<file path="src/hdl/cfgar_pkg.sv">
package cfgar_pkg;

  // ==========================================================================
  // I/O port offsets and access shape
  // ==========================================================================
  localparam logic [15:0] CFGAR_ADDR_PORT_OFS = 16'h0CF8;
  localparam logic [15:0] CFGAR_DATA_PORT_OFS = 16'h0CFC;
  localparam logic [3:0]  CFGAR_BE_DWORD      = 4'hF;

  // ==========================================================================
  // Address port fields and reset value
  // ==========================================================================
  localparam int          CFGAR_EN_BIT        = 31;
  localparam int          CFGAR_RSVD_HI       = 30;
  localparam int          CFGAR_RSVD_LO       = 24;
  localparam int          CFGAR_BUS_HI        = 23;
  localparam int          CFGAR_BUS_LO        = 16;
  localparam int          CFGAR_DEV_HI        = 15;
  localparam int          CFGAR_DEV_LO        = 11;
  localparam int          CFGAR_FUNC_HI       = 10;
  localparam int          CFGAR_FUNC_LO       = 8;
  localparam int          CFGAR_REG_HI        = 7;
  localparam int          CFGAR_REG_LO        = 2;
  localparam logic [31:0] CFGAR_ADDR_PORT_RST = 32'h0000_0000;
  localparam logic [31:0] CFGAR_ADDR_WMASK    = 32'h80FF_FFFC;

  // ==========================================================================
  // Bus zero device numbers and bridge constants
  // ==========================================================================
  localparam logic [4:0]  CFGAR_DEV_HUB_BRIDGE = 5'h00;
  localparam logic [4:0]  CFGAR_DEV_GFX_BRIDGE = 5'h01;
  localparam logic [7:0]  CFGAR_BUS_ZERO       = 8'h00;
  localparam logic [7:0]  CFGAR_PRI_BUS        = 8'h00;
  localparam logic [1:0]  CFGAR_TYPE0_CODE     = 2'h0;
  localparam logic [1:0]  CFGAR_TYPE1_CODE     = 2'h1;

  // ==========================================================================
  // Types
  // ==========================================================================
  typedef enum logic [1:0] {CFGAR_CYC_IO, CFGAR_CYC_CFG0, CFGAR_CYC_CFG1} cfgar_cyc_t;
  typedef enum logic [1:0] {CFGAR_RT_LOCAL, CFGAR_RT_INT, CFGAR_RT_HUB, CFGAR_RT_GFX} cfgar_route_t;
  typedef enum logic {CFGAR_ST_IDLE, CFGAR_ST_WAIT} cfgar_state_t;

  typedef struct packed {
    logic        wr;
    logic [15:0] addr;
    logic [3:0]  be;
    logic [31:0] wdata;
  } cfgar_io_t;

  typedef struct packed {
    cfgar_cyc_t  kind;
    logic        wr;
    logic [3:0]  be;
    logic [31:0] addr;
    logic [31:0] wdata;
  } cfgar_req_t;

endpackage : cfgar_pkg

</file>
<file path="src/hdl/cfgar_router.sv">
// Functional notes
// - Only address/data port access method supported
// - Address port 0CF8h-0CFBh, data port 0CFCh-0CFFh
// - Config cycles only when enable bit set
// - Data port access with enable bit clear passes to hub as I/O
// - Eight functions, 256 byte registers decoded
// - Decode bus 23:16 and device; zero bus zero
// - Device 0 hub bridge, device 1 graphics
// - Enabled internal hits stay off hub link
// - Disabled internal device goes hub Type 0
// - Bus outside graphics range: hub Type 1
// - Bus equals secondary: graphics Type 0
// - Above secondary up to subordinate: graphics Type 1
// - Primary bus number reads fixed zero
// - Byte/word address port access passes as I/O
// - Address bits 30:24 read zero, ignore writes
module cfgar_router
  import cfgar_pkg::*;
(
  input  wire logic       i_clk,
  input  wire logic       i_rst,
  input  wire logic       i_io_valid,
  input  wire cfgar_io_t  i_io,
  output logic            o_io_ready,
  output logic            o_io_ack,
  output logic [31:0]     o_io_rdata,
  input  wire logic       i_dev0_en,
  input  wire logic       i_dev1_en,
  input  wire logic [7:0] i_sec_bus,
  input  wire logic [7:0] i_sub_bus,
  output logic [7:0]      o_pri_bus,
  output cfgar_req_t      o_down,
  output logic            o_int_valid,
  input  wire logic       i_int_ack,
  input  wire logic [31:0] i_int_rdata,
  output logic            o_hub_valid,
  input  wire logic       i_hub_ack,
  input  wire logic [31:0] i_hub_rdata,
  output logic            o_gfx_valid,
  input  wire logic       i_gfx_ack,
  input  wire logic [31:0] i_gfx_rdata
);

  // ==========================================================================
  // Decode helpers
  // ==========================================================================
  function automatic logic port_hit(input logic [15:0] addr, input logic [15:0] ofs);
    port_hit = (addr[15:2] == ofs[15:2]);
  endfunction : port_hit

  function automatic cfgar_route_t cfg_route(input logic [7:0] bus, input logic [4:0] dev,
                                             input logic en0, input logic en1,
                                             input logic [7:0] sec, input logic [7:0] sub);
    if (bus == CFGAR_BUS_ZERO) begin
      if ((dev == CFGAR_DEV_HUB_BRIDGE && en0) || (dev == CFGAR_DEV_GFX_BRIDGE && en1)) begin
        cfg_route = CFGAR_RT_INT;
      end else begin
        cfg_route = CFGAR_RT_HUB;
      end
    end else if (bus >= sec && bus <= sub) begin
      cfg_route = CFGAR_RT_GFX;
    end else begin
      cfg_route = CFGAR_RT_HUB;
    end
  endfunction : cfg_route

  // ==========================================================================
  // State
  // ==========================================================================
  cfgar_state_t  state_reg;
  cfgar_route_t  route_reg;
  cfgar_req_t    down_reg;
  logic [31:0]   addr_port_reg;
  logic          ack_reg;
  logic [31:0]   rdata_reg;

  // ==========================================================================
  // Request decode
  // ==========================================================================
  wire logic          take      = i_io_valid && (state_reg == CFGAR_ST_IDLE);
  wire logic          hit_addr  = port_hit(i_io.addr, CFGAR_ADDR_PORT_OFS);
  wire logic          hit_data  = port_hit(i_io.addr, CFGAR_DATA_PORT_OFS);
  wire logic          addr_dw   = hit_addr && (i_io.be == CFGAR_BE_DWORD);
  wire logic          cfg_en    = addr_port_reg[CFGAR_EN_BIT];
  wire logic [7:0]    cur_bus   = addr_port_reg[CFGAR_BUS_HI:CFGAR_BUS_LO];
  wire logic [4:0]    cur_dev   = addr_port_reg[CFGAR_DEV_HI:CFGAR_DEV_LO];
  wire logic          is_cfg    = hit_data && cfg_en;
  wire cfgar_route_t  cfg_rt    = cfg_route(cur_bus, cur_dev, i_dev0_en, i_dev1_en,
                                            i_sec_bus, i_sub_bus);
  wire cfgar_route_t  req_rt    = addr_dw ? CFGAR_RT_LOCAL : (is_cfg ? cfg_rt : CFGAR_RT_HUB);
  wire logic          cfg_t1    = (cur_bus != CFGAR_BUS_ZERO) && (cur_bus != i_sec_bus);
  wire cfgar_cyc_t    req_kind  = !is_cfg ? CFGAR_CYC_IO :
                                  (cfg_t1 ? CFGAR_CYC_CFG1 : CFGAR_CYC_CFG0);
  wire logic [1:0]    type_code = cfg_t1 ? CFGAR_TYPE1_CODE : CFGAR_TYPE0_CODE;
  wire logic [31:0]   cfg_addr  = {addr_port_reg[31:CFGAR_REG_LO], type_code};
  wire cfgar_req_t    req       = '{kind:  req_kind,
                                    wr:    i_io.wr,
                                    be:    i_io.be,
                                    addr:  is_cfg ? cfg_addr : {16'h0000, i_io.addr},
                                    wdata: i_io.wdata};
  wire logic          sel_ack   = (route_reg == CFGAR_RT_INT) ? i_int_ack :
                                  (route_reg == CFGAR_RT_GFX) ? i_gfx_ack : i_hub_ack;
  wire logic [31:0]   sel_rdata = (route_reg == CFGAR_RT_INT) ? i_int_rdata :
                                  (route_reg == CFGAR_RT_GFX) ? i_gfx_rdata : i_hub_rdata;
  wire logic          waiting   = (state_reg == CFGAR_ST_WAIT);

  // ==========================================================================
  // Sequencer
  // ==========================================================================
  always_ff @(posedge i_clk or posedge i_rst) begin
    if (i_rst) begin
      state_reg     <= CFGAR_ST_IDLE;
      route_reg     <= CFGAR_RT_LOCAL;
      down_reg      <= '0;
      addr_port_reg <= CFGAR_ADDR_PORT_RST;
      ack_reg       <= 1'b0;
      rdata_reg     <= 32'h0000_0000;
    end else begin
      ack_reg <= 1'b0;
      case (state_reg)
        CFGAR_ST_IDLE: begin
          if (take && req_rt == CFGAR_RT_LOCAL) begin
            if (i_io.wr) begin
              addr_port_reg <= i_io.wdata & CFGAR_ADDR_WMASK;
            end
            rdata_reg <= addr_port_reg;
            ack_reg   <= 1'b1;
          end else if (take) begin
            down_reg  <= req;
            route_reg <= req_rt;
            state_reg <= CFGAR_ST_WAIT;
          end
        end
        CFGAR_ST_WAIT: begin
          if (sel_ack) begin
            rdata_reg <= sel_rdata;
            ack_reg   <= 1'b1;
            state_reg <= CFGAR_ST_IDLE;
          end
        end
        default: begin
          state_reg <= CFGAR_ST_IDLE;
        end
      endcase
    end
  end

  // ==========================================================================
  // Outputs
  // ==========================================================================
  assign o_io_ready  = (state_reg == CFGAR_ST_IDLE);
  assign o_io_ack    = ack_reg;
  assign o_io_rdata  = rdata_reg;
  assign o_pri_bus   = CFGAR_PRI_BUS;
  assign o_down      = down_reg;
  assign o_int_valid = waiting && (route_reg == CFGAR_RT_INT);
  assign o_hub_valid = waiting && (route_reg == CFGAR_RT_HUB);
  assign o_gfx_valid = waiting && (route_reg == CFGAR_RT_GFX);
endmodule : cfgar_router

</file>
<file path="config.mk">
export PLATFORM = sky130hd
export DESIGN_NAME = cfgar_router
export DESIGN_NICKNAME = d
export VERILOG_FILES = /design/src/hdl/cfgar_pkg.sv /design/src/hdl/cfgar_router.sv
export SDC_FILE = /design/constraint.sdc
export NUM_CORES = 1
export LEC_CHECK = 0
export BUFFER_PORTS_ARGS = -buffer_cell sky130_fd_sc_hd__buf_4
export CORE_MARGIN = 1
export CORE_UTILIZATION = 47
export DETAILED_ROUTE_END_ITERATION = 16
export PLACE_DENSITY = 0.8
export SYNTH_ARGS = -nofsm -noshare
export SYNTH_HDL_FRONTEND = slang
export SYNTH_SLANG_ARGS = --single-unit
</file>
<file path="constraint.sdc">
create_clock -name i_clk -period 4.7 [get_ports i_clk]
set_input_delay 0.94 -clock i_clk [delete_from_list [all_inputs] [get_ports i_clk]]
set_output_delay 0.94 -clock i_clk [all_outputs]
set_load 0.02 [all_outputs]
</file>
==> key figures <==
Power and ir drop
  • Max IR drop VDD: roughly 0.00021 V
  • Clock power frac: between 30 and 40%
  • Power Density: ~410 nW/um2
  • Net Sw Power: approximately 1.1 mW
  • Final Power: ~3.7 mW
  • Sequential power share: between 30% and 40%
  • Cell internal pwr: approximately 2.5 mW
  • Combinational share of power: 28.1%
  • Lkg Pwr: between 4 and 5 nW
  • Switching share of total power: between 30% and 40%

Cells and area
  • Diode count: 0
  • Non-Filler Instances: between 1000 and 1500
  • Util after Layout: a little over two thirds
  • Max reg flops: 64
  • Layout overhead on the synthesized area: 42.2%
  • Layout cells sized above 1: around 45%
  • Design area: about 9000 um2
  • Nets: a little over 1000

Clock tree
  • H-tree depth: 4
  • Post-CTS Hold Fix Bufs: 0
  • Num CTS Buffers: 17
  • Clock root buffer: clkbuf_16
  • Max Buffers Root-to-Sink: 2
  • Clk slew on worst S/H paths: ~50 ps
  • Resized cells post-CTS: 0
  • Post-CTS setup repair buffer count: 0
  • Clk_lat worst skew: between 400 and 500 ps
  • CTS tree: yes
  • Clock tree sinks: approximately 120

Synth
  • Sequential area share after synthesis: between 40% and 50%
  • Synth Cell Area: roughly 6300 um2
  • Post-synth ARST share: 100%
  • Post-synthesis cell count: 577
  • Area leader, netlist: dfrtp_1
  • Post-synth EDFFs: 0
  • Synth top area share: 49.0%
  • Yosys reg bits: 123
  • Most used DFF post-synth: dfrtp_1
  • Area contributors post-synth: dfrtp_1 49%, mux2_2 7.5%, mux2i_1 6.4%, mux2_4 4.8%, a21oi_1 4.5%
  • Synth unique cells: 43
  • YS warnings: 0
  • Mean post-synth cell area: between 10 and 15 um2

Routing
  • Average via count per standard cell: roughly 5.4
  • Drt wl/cell: ~19 um
  • DRC: 0
  • Vias: 5500
  • Starting DRT DRC Count: around 280
  • Drt total wl: about 19000 um
  • DRT antenna net count: 0
  • DRT Pass-1 Iters: 5

Setup path
  • R2R depth: 6
  • CP max FO: 37
  • Arrival @ worst endpoint: 1960 ps
  • CP endpoint kind: output pin
  • Critical path startpoint category: register
  • Critical path class: reg -> out
  • FF-to-FF setup slack: 2100 ps
  • R2R Path End: o_io_rdata[23]$_DFFE_PP0P_
  • Worst Setup SP: route_reg[1]$_DFFE_PP0P_
  • Required @ worst endpoint: 3760 ps
  • Worst reg2reg startpoint: route_reg[1]$_DFFE_PP0P_

Timing
  • RSZ-0062 raised after global routing: false
  • Tmin final: around 2900 ps
  • Hold_ws: roughly 480 ps
  • Final setup vio count: 0
  • Final hold violations: 0
  • Worst Clk Skew: about 9.5 ps
  • Worst-Margin Slew: 1130 ps
  • Fin crit share: 61.8%
  • Setup TNS: 0 ps
  • Slew Limit Fails: 0
  • Slew margin rel.: about 24%
  • Final WS setup: 1800 ps
  • Maximum clock rate: 0.344 GHz

Global routing
  • Tot GR Track Use: between 20 and 30%
  • Initial antenna violation count: 0
  • Total gr overflow: 0
  • First-pass GRT wire length: around 30000 um
  • Vias in the first global route: around 5700
  • Largest net degree at the start of global routing: 95

Floorplanning
  • Die area: about 14000 um2
  • Core Box Area: approximately 13000 um2
  • Core Rows: slightly above 40
  • Die H: roughly 120 um
  • Io pins: 289
  • Initial Util: around half
  • Die W: roughly 120 um

Placed design
  • Detailed placement HPWL: approximately 14000 um
  • I/O Buffers: ~270
  • Routability cong.: approximately 0.84
  • Area after DPL: 8370 um2
  • DP Worst Slack: between 1500 and 2000 ps
  • Cells after DPL: between 900 and 1000

Min path
  • Worst Hold End: o_down[37]$_DFFE_PP0P_
  • HP Start: o_down[37]$_DFFE_PP0P_
  • Hold depth: 2
  • Worst min path class: reg -> reg

Run status
  • Status: finished, final reports clean

Run
  • Maxcap violations: 0
-- critical path, cell delays in order, from the launching register on --
cell and delay, ps:
dfrtp_2 1120, and3_1 290, buf_4 140
-- how the worst max path moves through the flow --
stage                                    end  cells after the start  slack [ps]
4_1_cts                          o_gfx_valid                      2        1790
3_3_place_gp        route_reg[0]$_DFFE_PP0P_                      6        1680
5_1_grt                          o_hub_valid                      3        1650
2_1_floorplan  addr_port_reg[10]$_DFFE_PP0P_                      1         490
3_5_place_dp        route_reg[0]$_DFFE_PP0P_                      6        1630
6_report                         o_gfx_valid                      2        1800
-- synthesized netlist by cell type (2+ instances only) --
cell	n
a211oi_1	23
a21o_1	2
a21oi_1	57
a22o_1	8
and3_1	3
and4_1	2
buf_1	2
buf_2	15
buf_4	19
buf_6	2
clkbuf_1	13
dfrtp_1	123
ha_1	16
inv_1	26
mux2_2	42
mux2_4	20
mux2i_1	40
nand2_1	38
nand3_1	2
nand4_1	6
nor2_1	54
nor2b_1	2
nor4_1	3
o2111ai_1	7
o211ai_1	3
o21a_1	2
o21ai_0	26
o21ai_1	4
o31ai_1	3
-- cell usage in the layout (no fill, tap or decap), types with 3 or more instances in the layout --
master / instances
inv_1: 24
o211ai_1: 3
mux2_2: 42
conb_1: 15
a22o_1: 8
nor4_1: 3
nand4_1: 6
a21oi_1: 57
nor2_1: 54
clkbuf_1: 5
ha_1: 16
o21ai_0: 26
o2111ai_1: 7
and3_1: 3
clkinv_2: 5
o21ai_1: 4
clkbuf_16: 17
mux2i_1: 40
o31ai_1: 3
mux2_4: 20
dfrtp_1: 121
nand2_1: 37
a211oi_1: 23
buf_4: 280
-- logic make-up after synthesis --
family | after synthesis | synth area share [%]
mux | 103 | 19.0
other cells | 1 | 0.0597
simple gates | 116 | 8.31
flops | 123 | 49.0
fa+ha+maj | 16 | 3.19
buf+inv | 78 | 6.35
compound gates | 140 | 14.0
-- final cells by class --
type                            instances  area (um2)
Inverter                               26         103
Fill cell                             989        3890
Timing Repair Buffer                  280        2100
Clock inverter                          8        92.6
Sequential cell                       123        3080
Multi-Input combinational cell        390        2870
Clock buffer                           24         472
Tap cell                              172         215
-- layer usage --
| layer | up-vias | share of wire, % | GRT usage [%] |
|---|---|---|---|
| met1 | 2619 | 37 | 31.0 |
| met4 | 0 | 3.3 | 13.1 |
| met3 | 43 | 7.7 | 7.51 |
| li1 | 2550 | - | - |
| met2 | 288 | 53 | 50.9 |
| met5 | - | 0 | 0 |
-- power groups by stage --
stage | combinational (mW) | clock (mW) | sequential (mW)
after detailed placement | 1.03 | 0 | 1.38
final | 1.03 | 1.26 | 1.37
after global routing | 1.09 | 1.32 | 1.39
after floorplan | 0.368 | 0 | 1.55
after global placement | 1.01 | 0 | 1.37
after CTS | 1.03 | 1.28 | 1.37
No activity file was read; power rests on OpenSTA's default activity.
